[src/uecs_pkg.sv]
// package: register map, field layout, reset values and carriers for endpoint control/status
package uecs_pkg;

    // register addresses in data memory
    localparam logic [7:0] ADDR_PIPE_DIRECTION_TOGGLE = 8'h41;
    localparam logic [7:0] ADDR_DEVICE_ADDRESS        = 8'h42;
    localparam logic [7:0] ADDR_ENDPOINT_HALT_FLAGS   = 8'h43;
    localparam logic [7:0] ADDR_TOKEN_ERROR_STATUS    = 8'h45;
    localparam logic [7:0] ADDR_FIFO_COMMAND_STATUS   = 8'h46;
    localparam logic [7:0] ADDR_ENDPOINT_ENABLE       = 8'h47;
    localparam logic [7:0] ADDR_FIFO0                 = 8'h48;
    localparam logic [7:0] ADDR_FIFO1                 = 8'h49;
    localparam logic [7:0] ADDR_FIFO2                 = 8'h4A;

    // reset values
    localparam logic [2:0] RST_PIPE_DIRECTION = 3'h6;
    localparam logic [2:0] RST_HALT_FLAGS     = 3'h7;
    localparam logic [2:0] RST_ENDPOINT_EN    = 3'h7;
    localparam logic [7:0] RST_DEVICE_ADDRESS = 8'h00;

    // pipe direction / toggle field
    localparam int PDT_TOGGLE_RESET_BIT = 0;

    // token status fields
    localparam int TES_ADDR_UPDATE_MODE = 0;
    localparam int TES_EP0_FIFO_ERROR   = 1;
    localparam int TES_OUT_RECEIVED     = 2;
    localparam int TES_IN_TOKEN         = 3;
    localparam int TES_NAK_SENT         = 4;
    localparam int TES_CHECKSUM_ERROR   = 5;
    localparam int TES_END_OF_TRANSFER  = 6;
    localparam int TES_NAK_INT_MASK     = 7;

    // fifo command/status fields
    localparam int FCS_REQUEST          = 0;
    localparam int FCS_DIRECTION        = 1;
    localparam int FCS_CLEAR            = 2;
    localparam int FCS_PIPE_SELECT_LOW  = 3;
    localparam int FCS_PIPE_SELECT_HIGH = 4;
    localparam int FCS_SETUP_COMMAND    = 5;
    localparam int FCS_READY            = 6;
    localparam int FCS_ZERO_LENGTH      = 7;

    // pipe selection codes
    localparam logic [1:0] SEL_FIFO0 = 2'h0;
    localparam logic [1:0] SEL_FIFO1 = 2'h1;
    localparam logic [1:0] SEL_FIFO2 = 2'h2;

    // engine events, each a one-cycle pulse
    typedef struct packed {
        logic in_read_done;
        logic ep0_fifo_error;
        logic out_received;
        logic checksum_error;
        logic nak_sent;
        logic setup_token;
        logic zero_length;
        logic setup_command;
    } uecs_evt_s;

    // engine levels
    typedef struct packed {
        logic in_token;
        logic end_of_transfer_flag;
        logic fifo_ready;
    } uecs_lvl_s;

    // firmware data memory access
    typedef struct packed {
        logic       wr;
        logic       rd;
        logic [7:0] addr;
        logic [7:0] wdata;
    } uecs_mem_s;

endpackage : uecs_pkg

[src/uecs_sticky.sv]
// sticky flag: hardware set beats clear, software clear
`timescale 1ns/100ps
`default_nettype none
module uecs_sticky
    import uecs_pkg::*;
(
    // clock and reset
    input  wire logic i_clk,
    input  wire logic i_rstn,
    // controls
    input  wire logic i_set,
    input  wire logic i_clr,
    // state
    output logic      o_q
);

    logic q_ff;

    // set wins so an event landing on a clear is kept
    always_ff @(posedge i_clk) begin
        if (!i_rstn) begin
            q_ff <= 1'b0;
        end else if (i_set) begin
            q_ff <= 1'b1;
        end else if (i_clr) begin
            q_ff <= 1'b0;
        end
    end

    assign o_q = q_ff;

endmodule : uecs_sticky
`default_nettype wire

[src/uecs_toggle_reset.sv]
// toggle-reset detector: low level on the toggle bit clears non-zero endpoint toggles
`timescale 1ns/100ps
`default_nettype none
module uecs_toggle_reset
    import uecs_pkg::*;
(
    // clock and reset
    input  wire logic i_clk,
    input  wire logic i_rstn,
    // toggle bit level
    input  wire logic i_toggle_bit,
    // strobe to the engine
    output logic      o_force_data0
);

    logic force_ff;

    // level driven: firmware holds it low long enough, so no counting here
    always_ff @(posedge i_clk) begin
        if (!i_rstn) begin
            // toggle bit resets low, so the force stands from reset on
            force_ff <= 1'b1;
        end else begin
            force_ff <= ~i_toggle_bit;
        end
    end

    assign o_force_data0 = force_ff;

endmodule : uecs_toggle_reset
`default_nettype wire

[src/uecs_top.sv]
// top: firmware-visible endpoint control and status registers of the serial interface engine
// Functional notes
// RULE_01: firmware sets an endpoint's halt bit when it misbehaves; bits 0..2 are pipes 0..2
// RULE_02: direction bits 1 and 2 select IN when one, OUT when zero; default IN
// RULE_03: low level on toggle bit 0 forces non-zero endpoint toggles to DATA0
// RULE_04: firmware holds the toggle bit low at least ten instruction cycles
// RULE_05: enable bits enable endpoints 1 and 2 when one; endpoint zero unaffected
// RULE_06: three control registers use bits 2..0; reset to 06, 07, 07
// RULE_07: mode one: address loads after successful IN read, then mode bit self-clears
// RULE_08: mode zero: address written is adopted immediately
// RULE_09: engine sets endpoint-zero fifo error; only firmware clears it
// RULE_10: OUT-received set on non-empty OUT; cleared by firmware or next SETUP
// RULE_11: read-only IN flag shows current token is IN
// RULE_12: read-only NAK flag shows a NAK was answered to IN or OUT
// RULE_13: engine sets checksum error on CRC failure; firmware clears it
// RULE_14: end-of-transfer flag reads engine state, normally one
// RULE_15: NAK mask bit one suppresses the NAK interrupt; resets to zero
// RULE_16: token status layout: mask, eot, crc, nak, in, out, fifo0 err, mode
// RULE_17: fifo command layout: zlen, ready, setup, sel hi, sel lo, clear, dir, req
// RULE_18: pipe select 00, 01, 10 choose fifo zero, one, two
// RULE_19: firmware raises request after other fields, drops it when done
// RULE_20: direction one means write; firmware sequences it around request end
// RULE_21: zero-length flag set on empty packet; cleared by fifo read or SETUP
// RULE_22: reserved bits 7..3 of the three control registers ignore writes, read zero
`timescale 1ns/100ps
`default_nettype none
module uecs_top
    import uecs_pkg::*;
(
    // clock and reset
    input  wire logic       i_clk,
    input  wire logic       i_rstn,
    // firmware data memory port
    input  wire uecs_mem_s  i_mem,
    output logic [7:0]      o_rdata,
    output logic            o_hit,
    // engine events and levels
    input  wire uecs_evt_s  i_evt,
    input  wire uecs_lvl_s  i_lvl,
    // controls to the engine
    output logic [2:0]      o_halt,
    output logic [2:0]      o_pipe_in,
    output logic [2:0]      o_ep_enable,
    output logic            o_force_data0,
    output logic [7:0]      o_device_address,
    output logic            o_remote_wakeup,
    output logic            o_nak_irq,
    // fifo command to the engine
    output logic            o_fifo_request,
    output logic            o_fifo_write,
    output logic            o_fifo_clear,
    output logic [1:0]      o_fifo_select,
    output logic [2:0]      o_fifo_onehot
);

    ////////////////////////////////////////////////////////////////////////////
    // decode
    logic wr_pdt;
    logic wr_adr;
    logic wr_hlt;
    logic wr_tes;
    logic wr_fcs;
    logic wr_een;
    logic fifo_rd;

    assign wr_pdt  = i_mem.wr && (i_mem.addr == ADDR_PIPE_DIRECTION_TOGGLE);
    assign wr_adr  = i_mem.wr && (i_mem.addr == ADDR_DEVICE_ADDRESS);
    assign wr_hlt  = i_mem.wr && (i_mem.addr == ADDR_ENDPOINT_HALT_FLAGS);
    assign wr_tes  = i_mem.wr && (i_mem.addr == ADDR_TOKEN_ERROR_STATUS);
    assign wr_fcs  = i_mem.wr && (i_mem.addr == ADDR_FIFO_COMMAND_STATUS);
    assign wr_een  = i_mem.wr && (i_mem.addr == ADDR_ENDPOINT_ENABLE);
    assign fifo_rd = i_mem.rd && ((i_mem.addr == ADDR_FIFO0) || (i_mem.addr == ADDR_FIFO1)
                                  || (i_mem.addr == ADDR_FIFO2));

    ////////////////////////////////////////////////////////////////////////////
    // control registers, three bits each
    logic [2:0] pdt_ff;
    logic [2:0] hlt_ff;
    logic [2:0] een_ff;

    always_ff @(posedge i_clk) begin
        if (!i_rstn) begin
            pdt_ff <= RST_PIPE_DIRECTION;                     // see RULE_06
        end else if (wr_pdt) begin
            pdt_ff <= i_mem.wdata[2:0];                       // see RULE_22
        end
    end

    always_ff @(posedge i_clk) begin
        if (!i_rstn) begin
            hlt_ff <= RST_HALT_FLAGS;                         // see RULE_06
        end else if (wr_hlt) begin
            hlt_ff <= i_mem.wdata[2:0];                       // see RULE_01
        end
    end

    always_ff @(posedge i_clk) begin
        if (!i_rstn) begin
            een_ff <= RST_ENDPOINT_EN;                        // see RULE_06
        end else if (wr_een) begin
            een_ff <= i_mem.wdata[2:0];
        end
    end

    assign o_halt      = hlt_ff;
    // endpoint zero is a control pipe: always enabled, direction per stage
    assign o_pipe_in   = {pdt_ff[2:1], 1'b0};                 // see RULE_02
    assign o_ep_enable = {een_ff[2:1], 1'b1};                 // see RULE_05

    uecs_toggle_reset u_toggle (
        .i_clk         (i_clk),
        .i_rstn        (i_rstn),
        .i_toggle_bit  (pdt_ff[PDT_TOGGLE_RESET_BIT]),
        .o_force_data0 (o_force_data0)                        // see RULE_03
    );

    ////////////////////////////////////////////////////////////////////////////
    // device address
    logic [7:0] adr_reg_ff;
    logic [7:0] dev_adr_ff;
    logic       mode_ff;
    logic       nak_mask_ff;

    always_ff @(posedge i_clk) begin
        if (!i_rstn) begin
            adr_reg_ff <= RST_DEVICE_ADDRESS;
        end else if (wr_adr) begin
            adr_reg_ff <= i_mem.wdata;
        end
    end

    always_ff @(posedge i_clk) begin
        if (!i_rstn) begin
            dev_adr_ff <= RST_DEVICE_ADDRESS;
        end else if (wr_adr && !mode_ff) begin
            dev_adr_ff <= i_mem.wdata;                        // see RULE_08
        end else if (mode_ff && i_evt.in_read_done) begin
            dev_adr_ff <= adr_reg_ff;                         // see RULE_07
        end
    end

    // hardware clear on update wins over a simultaneous firmware write
    always_ff @(posedge i_clk) begin
        if (!i_rstn) begin
            mode_ff <= 1'b0;
        end else if (mode_ff && i_evt.in_read_done) begin
            mode_ff <= 1'b0;                                  // see RULE_07
        end else if (wr_tes) begin
            mode_ff <= i_mem.wdata[TES_ADDR_UPDATE_MODE];
        end
    end

    always_ff @(posedge i_clk) begin
        if (!i_rstn) begin
            nak_mask_ff <= 1'b0;                              // see RULE_15
        end else if (wr_tes) begin
            nak_mask_ff <= i_mem.wdata[TES_NAK_INT_MASK];
        end
    end

    assign o_device_address = {1'b0, dev_adr_ff[7:1]};
    assign o_remote_wakeup  = adr_reg_ff[0];

    ////////////////////////////////////////////////////////////////////////////
    // sticky status flags; firmware clears all but nak and zero-length by writing zero
    logic ep0_err_q;
    logic out_q;
    logic crc_q;
    logic nak_q;
    logic zlen_q;
    logic setup_q;

    uecs_sticky u_ep0_err (
        .i_clk  (i_clk),
        .i_rstn (i_rstn),
        .i_set  (i_evt.ep0_fifo_error),
        .i_clr  (wr_tes && !i_mem.wdata[TES_EP0_FIFO_ERROR]), // see RULE_09
        .o_q    (ep0_err_q)
    );

    uecs_sticky u_out (
        .i_clk  (i_clk),
        .i_rstn (i_rstn),
        .i_set  (i_evt.out_received),
        .i_clr  ((wr_tes && !i_mem.wdata[TES_OUT_RECEIVED]) || i_evt.setup_token), // see RULE_10
        .o_q    (out_q)
    );

    uecs_sticky u_crc (
        .i_clk  (i_clk),
        .i_rstn (i_rstn),
        .i_set  (i_evt.checksum_error),
        .i_clr  (wr_tes && !i_mem.wdata[TES_CHECKSUM_ERROR]), // see RULE_13
        .o_q    (crc_q)
    );

    // read-only to firmware; the engine clears it on a SETUP token or while an IN token is current
    uecs_sticky u_nak (
        .i_clk  (i_clk),
        .i_rstn (i_rstn),
        .i_set  (i_evt.nak_sent),                             // see RULE_12
        .i_clr  (i_evt.setup_token || i_lvl.in_token),
        .o_q    (nak_q)
    );

    uecs_sticky u_zlen (
        .i_clk  (i_clk),
        .i_rstn (i_rstn),
        .i_set  (i_evt.zero_length),
        .i_clr  (fifo_rd || i_evt.setup_token),               // see RULE_21
        .o_q    (zlen_q)
    );

    uecs_sticky u_setup (
        .i_clk  (i_clk),
        .i_rstn (i_rstn),
        .i_set  (i_evt.setup_command),
        .i_clr  (wr_fcs && !i_mem.wdata[FCS_SETUP_COMMAND]),
        .o_q    (setup_q)
    );

    // masked nak event
    logic nak_irq_ff;

    always_ff @(posedge i_clk) begin
        if (!i_rstn) begin
            nak_irq_ff <= 1'b0;
        end else begin
            nak_irq_ff <= i_evt.nak_sent && !nak_mask_ff;     // see RULE_15
        end
    end

    assign o_nak_irq = nak_irq_ff;

    ////////////////////////////////////////////////////////////////////////////
    // fifo command fields
    logic [1:0] sel_ff;
    logic       req_ff;
    logic       dir_ff;
    logic       clr_ff;

    always_ff @(posedge i_clk) begin
        if (!i_rstn) begin
            req_ff <= 1'b0;
            dir_ff <= 1'b0;
            clr_ff <= 1'b0;
            sel_ff <= SEL_FIFO0;
        end else if (wr_fcs) begin
            req_ff <= i_mem.wdata[FCS_REQUEST];               // see RULE_19
            dir_ff <= i_mem.wdata[FCS_DIRECTION];             // see RULE_20
            clr_ff <= i_mem.wdata[FCS_CLEAR];
            sel_ff <= {i_mem.wdata[FCS_PIPE_SELECT_HIGH], i_mem.wdata[FCS_PIPE_SELECT_LOW]};
        end
    end

    assign o_fifo_request = req_ff;
    assign o_fifo_write   = dir_ff;
    assign o_fifo_clear   = clr_ff;
    assign o_fifo_select  = sel_ff;

    // code 11 selects nothing
    always_comb begin
        o_fifo_onehot = 3'h0;
        unique case (sel_ff)
            SEL_FIFO0: o_fifo_onehot = 3'h1;                  // see RULE_18
            SEL_FIFO1: o_fifo_onehot = 3'h2;
            SEL_FIFO2: o_fifo_onehot = 3'h4;
            default:   o_fifo_onehot = 3'h0;
        endcase
    end

    ////////////////////////////////////////////////////////////////////////////
    // read mux, registered so data outputs come from flip-flops
    logic [7:0] tes_word;
    logic [7:0] fcs_word;
    logic [7:0] nxt_rdata;
    logic       nxt_hit;
    logic [7:0] rdata_ff;
    logic       hit_ff;

    always_comb begin
        tes_word = 8'h00;
        tes_word[TES_NAK_INT_MASK]     = nak_mask_ff;         // see RULE_16
        tes_word[TES_END_OF_TRANSFER]  = i_lvl.end_of_transfer_flag; // see RULE_14
        tes_word[TES_CHECKSUM_ERROR]   = crc_q;
        tes_word[TES_NAK_SENT]         = nak_q;
        tes_word[TES_IN_TOKEN]         = i_lvl.in_token;      // see RULE_11
        tes_word[TES_OUT_RECEIVED]     = out_q;
        tes_word[TES_EP0_FIFO_ERROR]   = ep0_err_q;
        tes_word[TES_ADDR_UPDATE_MODE] = mode_ff;
    end

    always_comb begin
        fcs_word = 8'h00;
        fcs_word[FCS_ZERO_LENGTH]      = zlen_q;              // see RULE_17
        fcs_word[FCS_READY]            = i_lvl.fifo_ready;
        fcs_word[FCS_SETUP_COMMAND]    = setup_q;
        fcs_word[FCS_PIPE_SELECT_HIGH] = sel_ff[1];
        fcs_word[FCS_PIPE_SELECT_LOW]  = sel_ff[0];
        fcs_word[FCS_CLEAR]            = clr_ff;
        fcs_word[FCS_DIRECTION]        = dir_ff;
        fcs_word[FCS_REQUEST]          = req_ff;
    end

    always_comb begin
        nxt_rdata = 8'h00;
        nxt_hit   = 1'b1;
        unique case (i_mem.addr)
            ADDR_PIPE_DIRECTION_TOGGLE: nxt_rdata = {5'h00, pdt_ff}; // see RULE_22
            ADDR_DEVICE_ADDRESS:        nxt_rdata = adr_reg_ff;
            ADDR_ENDPOINT_HALT_FLAGS:   nxt_rdata = {5'h00, hlt_ff};
            ADDR_TOKEN_ERROR_STATUS:    nxt_rdata = tes_word;
            ADDR_FIFO_COMMAND_STATUS:   nxt_rdata = fcs_word;
            ADDR_ENDPOINT_ENABLE:       nxt_rdata = {5'h00, een_ff};
            default:                    nxt_hit   = 1'b0;
        endcase
    end

    always_ff @(posedge i_clk) begin
        if (!i_rstn) begin
            rdata_ff <= 8'h00;
            hit_ff   <= 1'b0;
        end else if (i_mem.rd) begin
            rdata_ff <= nxt_rdata;
            hit_ff   <= nxt_hit;
        end else begin
            hit_ff   <= 1'b0;
        end
    end

    assign o_rdata = rdata_ff;
    assign o_hit   = hit_ff;

endmodule : uecs_top
`default_nettype wire
[config.mk]
export PLATFORM = sky130hd
export DESIGN_NAME = uecs_top
export DESIGN_NICKNAME = d
export VERILOG_FILES = /design/src/uecs_pkg.sv /design/src/uecs_sticky.sv /design/src/uecs_toggle_reset.sv /design/src/uecs_top.sv
export SDC_FILE = /design/constraint.sdc
export NUM_CORES = 1
export LEC_CHECK = 0
export BUFFER_PORTS_ARGS = -buffer_cell sky130_fd_sc_hd__buf_2
export CAP_MARGIN = 5
export CELL_PAD_IN_SITES_DETAIL_PLACEMENT = 0
export CELL_PAD_IN_SITES_GLOBAL_PLACEMENT = 2
export CORE_MARGIN = 4
export CORE_UTILIZATION = 32
export CTS_CLUSTER_DIAMETER = 60
export CTS_CLUSTER_SIZE = 12
export DETAILED_ROUTE_END_ITERATION = 10
export GPL_TIMING_DRIVEN = 0
export PLACE_DENSITY_LB_ADDON = 0.1
export SYNTH_ARGS = -nofsm -noshare
export SYNTH_HDL_FRONTEND = slang
export SYNTH_SLANG_ARGS = --single-unit
[constraint.sdc]
create_clock -name i_clk -period 4.28 [get_ports i_clk]
set_input_delay 0.642 -clock i_clk [delete_from_list [all_inputs] [get_ports i_clk]]
set_output_delay 0.642 -clock i_clk [all_outputs]
set_load 0.005 [all_outputs]
==> flow_metrics.env, run 1 <==
export IMPL_cts_max_path_buffers=2
export IMPL_syn_cell_area_um2=2190
export IMPL_leakagePower_uw=0.00122
export IMPL_power_switching_uw=205
export IMPL_cts_buffers=5
export IMPL_nFillCells=685
export IMPL_antenna_found_initial=0
export IMPL_dp_hpwl_um=4920
export IMPL_nets=343
export IMPL_p_per_area_nw_per_um2=302
export IMPL_yosysTopAreaCellShare=0.439
export IMPL_track_usage=0.159
export IMPL_layout_commonest_cell="buf_2"
export IMPL_dr_pass1_iters=4
export IMPL_finalCritPeriodShare=0.494
export IMPL_slew_limit_headroom=0.529
export IMPL_ys_flop_type="dfxtp_1"
export IMPL_start_kind="input pin"
export IMPL_antennaDiodeCount=0
export IMPL_grt_pass1_wl_um=10300
export IMPL_slew_violations=0
export IMPL_numPortBuffers=64
export IMPL_total_power_uw=817
export IMPL_r2r_end="dev_adr_ff[7]$_SDFFE_PN0P_"
export IMPL_cap_violations=0
export IMPL_vias_per_cell=5.04
export IMPL_wl_um=6450
export IMPL_overflow=0
export IMPL_switching_share=0.251
export IMPL_synth_edf_count=0
export IMPL_place_gp_congestion=0.732
export IMPL_crit_required_ns=4.51
export IMPL_ff2ff_path_depth=6
export IMPL_grt_pass1_vias=1934
export IMPL_ant_nets=0
export IMPL_yosysTopAreaCell="dfxtp_1"
export IMPL_end_kind="flip-flop"
export IMPL_wl_per_cell_um=16.5
export IMPL_setup_viol=0
export IMPL_final_cell_mix="buf_2, dfxtp_1, nor2_1, mux2i_1, nand2_1"
export IMPL_coreArea_um2=6490
export IMPL_regToRegSetupSlack_ns=2.62
export IMPL_seq_area_um2=961
export IMPL_reg2reg_from="mode_ff$_SDFFE_PP0P_"
export IMPL_drtIter0Drc=89
export IMPL_die_x_um=90.7
export IMPL_grt_max_degree=15
export IMPL_area_growth_pct=23.5
export IMPL_pwr_share_comb=0.092
export IMPL_intPower_uw=612
export IMPL_die_y_um=90.7
export IMPL_fmax_ghz=0.473
export IMPL_path_max_fanout=6
export IMPL_synth_cells=240
export IMPL_finalSetupTns_ns=0
export IMPL_root_buffer="clkbuf_8"
export IMPL_drive_above_1_share=0.272
export IMPL_hold_violations=0
export IMPL_yosysWarnings=0
export IMPL_worst_endpoint_arrival_ns=2.35
export IMPL_hold_path_class="reg2reg"
export IMPL_holdPathStages=1
export IMPL_drcViolationCount=0
export IMPL_ys_ff_latch=48
export IMPL_skew_ns=0.0104
export IMPL_yosysSeqAreaShare=0.439
export IMPL_initial_utilization=0.337
export IMPL_cts_resized=0
export IMPL_grt_setup_unrepaired="no"
export IMPL_netlist_top_cells_area="dfxtp_1, mux2i_1, nor2_1"
export IMPL_die_area_um2=8230
export IMPL_clk_latency_ns=0.30
export IMPL_cpPeakStageDelay_ns=0.65
export IMPL_worst_pin_slew_ns=0.701
export IMPL_cp_slowest_cell="nor4_2"
export IMPL_hp_start="pdt_ff[0]$_SDFFE_PN0P_"
export IMPL_pin_count=68
export IMPL_power_frac_seq=0.554
export IMPL_cts_sinks=48
export IMPL_h_tree_depth=2
export IMPL_cts_setup_buffers=0
export IMPL_worstHoldEndpoint="u_toggle.o_force_data0$_SDFF_PN1_"
export IMPL_synth_cell_types=39
export IMPL_ir_drop_mv=0.127
export IMPL_fin_crit_ns=2.11
export IMPL_status="complete, no violations"
export IMPL_clk_pin_slew_worst_paths_ns=0.10
export IMPL_cp_cell_sequence="buf_2 -> or4b_4 -> nor4_2 -> a22oi_1 -> o22ai_1"
export IMPL_cts_hold_buf=0
export IMPL_syn_area_per_cell_um2=9.12
export IMPL_num_vias=1965
export IMPL_row_count=29
export IMPL_synthArstFlopShare=0
export IMPL_path_class="in2reg"
export IMPL_p_clk_frac=0.354
export IMPL_cts_tree="yes"
export IMPL_multi_input_area_um2=1120
-- worst max-delay path: cells and delay by family --
kind                   cells  cell delay, ns
and+or+nand+nor            2            1.22
AOI/OAI and AO/OA          2            0.37
buffers and inverters      1            0.11
-- power groups by stage --
stage / combinational, uW / sequential [uW] / clock, uW
3_5_place_dp: 74.9 / 464 / 0
3_3_place_gp: 75.2 / 464 / 0
6_report: 74.9 / 453 / 289
5_1_grt: 82.9 / 454 / 316
2_1_floorplan: 38.0 / 463 / 0
4_1_cts: 75.2 / 453 / 297
-- layout make-up --
class | count | area share
plain buffers | 18 | 0.0347
clock buffers | 7 | 0.0319
clock inverters | 1 | 0.00278
inverters | 6 | 0.00833
multi-input cells | 169 | 0.413
flip-flops and latches | 48 | 0.355
well taps | 77 | 0.0356
repair buffers | 64 | 0.118
-- per-layer routing --
metal	part of all wire	track usage	vias up	routed length (um)
li1	-	-	997	-
met1	0.51	0.231	909	3300
met2	0.42	0.238	51	2740
met3	0.053	0.0325	8	341
met4	0.010	0.0383	0	67
met5	0	0	-	0
-- cells by family (layout without fill, tap and decap cells) --
family,after synthesis,in the layout,synth area share
other,2,3,0.00343
and+or+nand+nor,83,83,0.199
AOI/OAI and AO/OA,55,55,0.175
muxes,28,28,0.130
DFF,48,48,0.439
buffers and inverters,24,96,0.0531
-- synthesized netlist by cell type (all sizes together) (2+ instances only) --
cell     count
dfxtp       48
nor2        27
mux2i       25
nand2       17
nor2b       16
clkbuf      10
o21ai       10
a22o         8
a22oi        8
buf          8
o2bb2ai      8
a21oi        6
a31oi        5
inv          5
nor3         5
o22ai        5
mux2         3
nand3        3
nand4        3
and2         2
conb         2
nor3b        2
or3b         2
-- stage by stage --
stage	cell area [um^2]	hold WS, ns	utilization	cells	setup WS [ns]
after detailed placement	2610	0.391	0.402	382	1.82
after global routing	2700	0.432	0.416	390	1.95
after global placement	2610	0.394	0.402	382	1.85
after floorplan	2190	0.371	-	241	2.14
final	2700	0.410	0.416	390	2.17
after CTS	2700	0.412	0.416	390	2.14
-- worst max path at each step --
stage | start | end | cells past startpoint
2_1_floorplan | i_mem[15] | dev_adr_ff[7]$_SDFFE_PN0P_ | 4
4_1_cts | i_mem[15] | dev_adr_ff[2]$_SDFFE_PN0P_ | 5
3_5_place_dp | i_mem[15] | dev_adr_ff[1]$_SDFFE_PN0P_ | 5
3_3_place_gp | i_mem[15] | dev_adr_ff[6]$_SDFFE_PN0P_ | 5
6_report | i_mem[15] | dev_adr_ff[6]$_SDFFE_PN0P_ | 5
5_1_grt | i_mem[15] | u_setup.o_q$_SDFFE_PN0P_ | 5
-- registers in the layout, indices dropped and copies added (netlist names) --
signal	cells
o_fifo_clear	1
u_nak.o_q	1
o_fifo_request	1
u_setup.o_q	1
u_zlen.o_q	1
o_rdata	8
o_nak_irq	1
adr_reg_ff	8
o_fifo_select	2
o_fifo_write	1
u_crc.o_q	1
u_toggle.o_force_data0	1
mode_ff	1
nak_mask_ff	1
u_out.o_q	1
pdt_ff	3
o_halt	3
een_ff	3
dev_adr_ff	7
o_hit	1
u_ep0_err.o_q	1
Power figures use the tool's default switching activity.
==> run 2, diff against run 1 <==
--- a/config.mk
+++ b/config.mk
@@ -10,7 +10,7 @@
 export CELL_PAD_IN_SITES_DETAIL_PLACEMENT = 0
 export CELL_PAD_IN_SITES_GLOBAL_PLACEMENT = 2
 export CORE_MARGIN = 4
-export CORE_UTILIZATION = 32
+export CORE_UTILIZATION = 27
 export CTS_CLUSTER_DIAMETER = 60
 export CTS_CLUSTER_SIZE = 12
 export DETAILED_ROUTE_END_ITERATION = 10
==> constraint.sdc (replaced) <==
create_clock -name i_clk -period 1.7 [get_ports i_clk]
set_input_delay 0.255 -clock i_clk [delete_from_list [all_inputs] [get_ports i_clk]]
set_output_delay 0.255 -clock i_clk [all_outputs]
set_load 0.005 [all_outputs]
==> flow_metrics.env, run 2 (synthesized netlist as in run 1, its figures left out) <==
export IMPL_utilization=0.354
export IMPL_track_usage=0.142
export IMPL_worst_endpoint_arrival_ns=1.82
export IMPL_cp_depth=5
export IMPL_dpl_cell_area_um2=2640
export IMPL_path_buf_inv=2
export IMPL_cts_max_path_buffers=2
export IMPL_intPower_uw=1540
export IMPL_slew_violations=0
export IMPL_cts_hold_buf=0
export IMPL_setup_viol=0
export IMPL_die_y_um=98.1
export IMPL_clk_pin_slew_worst_paths_ns=0.09
export IMPL_ant_nets=0
export IMPL_num_vias=1983
export IMPL_wl_um=6840
export IMPL_cts_sinks=48
export IMPL_path_class="in2reg"
export IMPL_slew_limit_headroom=0.616
export IMPL_final_cell_mix="buf_2, dfxtp_1, nor2_1, mux2i_1, nand2_1"
export IMPL_coreArea_um2=7810
export IMPL_switching_share=0.254
export IMPL_end_kind="flip-flop"
export IMPL_total_power_uw=2070
export IMPL_antennaDiodeCount=0
export IMPL_stdcell_count=415
export IMPL_ff2ff_path_depth=5
export IMPL_row_count=32
export IMPL_vias_per_cell=4.78
export IMPL_place_gp_congestion=0.761
export IMPL_hp_start="i_evt[1]"
export IMPL_cts_tree="yes"
export IMPL_path_max_fanout=10
export IMPL_holdPathStages=2
export IMPL_finalCritPeriodShare=0.959
export IMPL_p_per_area_nw_per_um2=747
export IMPL_leakagePower_uw=0.00123
export IMPL_layout_commonest_cell="buf_2"
export IMPL_hold_path_class="in2reg"
export IMPL_clk_latency_ns=0.30
export IMPL_cp_slowest_cell="or3b_2"
export IMPL_area_growth_pct=26.3
export IMPL_stdcell_area_um2=2770
export IMPL_finalSetupTns_ns=0
export IMPL_fmax_ghz=0.614
export IMPL_placedCellCount=407
export IMPL_crit_required_ns=1.89
export IMPL_cp_cell_sequence="buf_2 -> or3b_2 -> or3_4 -> buf_6 -> o311a_1"
export IMPL_dr_pass1_iters=4
export IMPL_grt_pass1_wl_um=10800
export IMPL_power_frac_seq=0.552
export IMPL_initial_utilization=0.280
export IMPL_cts_buffers=5
export IMPL_skew_ns=0.00274
export IMPL_ir_drop_mv=0.324
export IMPL_cp_top_family="simple AND/OR/NAND/NOR gates"
export IMPL_root_buffer="clkbuf_8"
export IMPL_die_x_um=98.1
export IMPL_h_tree_depth=2
export IMPL_antenna_found_initial=0
export IMPL_pwr_share_comb=0.093
export IMPL_drcViolationCount=0
export IMPL_reg2reg_from="mode_ff$_SDFFE_PP0P_"
export IMPL_nets=343
export IMPL_grt_max_degree=15
export IMPL_drtIter0Drc=105
export IMPL_hold_violations=0
export IMPL_overflow=0
export IMPL_die_area_um2=9610
export IMPL_worstSetupStartpoint="i_mem[10]"
export IMPL_grt_setup_unrepaired="no"
export IMPL_grt_pass1_vias=2004
export IMPL_wl_per_cell_um=16.5
export IMPL_status="complete, no violations"
export IMPL_pin_count=68
export IMPL_cap_violations=0
export IMPL_numPortBuffers=64
export IMPL_dp_hpwl_um=5270
export IMPL_fin_crit_ns=1.63
export IMPL_drive_above_1_share=0.284
export IMPL_start_kind="input pin"
export IMPL_p_clk_frac=0.355
export IMPL_power_switching_uw=525
export IMPL_cpPeakStageDelay_ns=0.53
export IMPL_worst_pin_slew_ns=0.572
==> run 2: changes by cell type in the layout (fill, tap and decap cells not counted), sizes merged <==
| cell | delta |
|---|---|
| buf | +1 |
| clkbuf | -1 |
==> run 2: what timing repair did <==
item	CTS	global route
buffers inserted	1	0
endpoints found under the setup margin	12	6
endpoints found under the hold margin	0	0
resized for setup	3	2
pin swaps	1	1
gates cloned	0	0
==> run 2: path summary, 6_finish.rpt <==
| kind | end | slack [ns] |
|---|---|---|
| worst min-delay path | u_zlen.o_q$_SDFFE_PN0P_ | 0.17 |
| worst max register to register | dev_adr_ff[7]$_SDFFE_PN0P_ | 0.25 |
| worst min register to register | u_toggle.o_force_data0$_SDFF_PN1_ | 0.43 |
| worst max-delay path | dev_adr_ff[7]$_SDFFE_PN0P_ | 0.07 |
==> run 2: power by group through the flow <==
| stage | Clock (uW) | Sequential [uW] | Combinational, uW |
|---|---|---|---|
| floorplan | 0 | 1170 | 95.7 |
| global placement | 0 | 1170 | 191 |
| detailed placement | 0 | 1170 | 191 |
| CTS | 753 | 1140 | 193 |
| global route | 802 | 1140 | 214 |
| finish | 734 | 1140 | 193 |
==> run 2: final cells by class <==
type	instances	area (um^2)
Buffer	17	90.1
Clock buffer	7	86.3
Clock inverter	1	7.51
Fill cell	874	5040
Inverter	6	22.5
Multi-Input combinational cell	169	1140
Sequential cell	48	962
Tap cell	102	128
Timing Repair Buffer	65	328
==> run 2: stage by stage <==
step	hold slack, ns	setup WS (ns)
CTS	0.160	0.0775
floorplan	0.369	0.000276
detailed placement	0.408	-0.409
global route	0.171	0.00782
global placement	0.408	-0.428
finish	0.165	0.0705
==> run 2: routing by layer <==
metal  share of wire  GRT usage  up-vias
li1                -          -      998
met1            0.51      0.206      931
met2            0.44      0.219       49
met3           0.040     0.0314        5
met4          0.0079     0.0288        0
met5               0          0        -
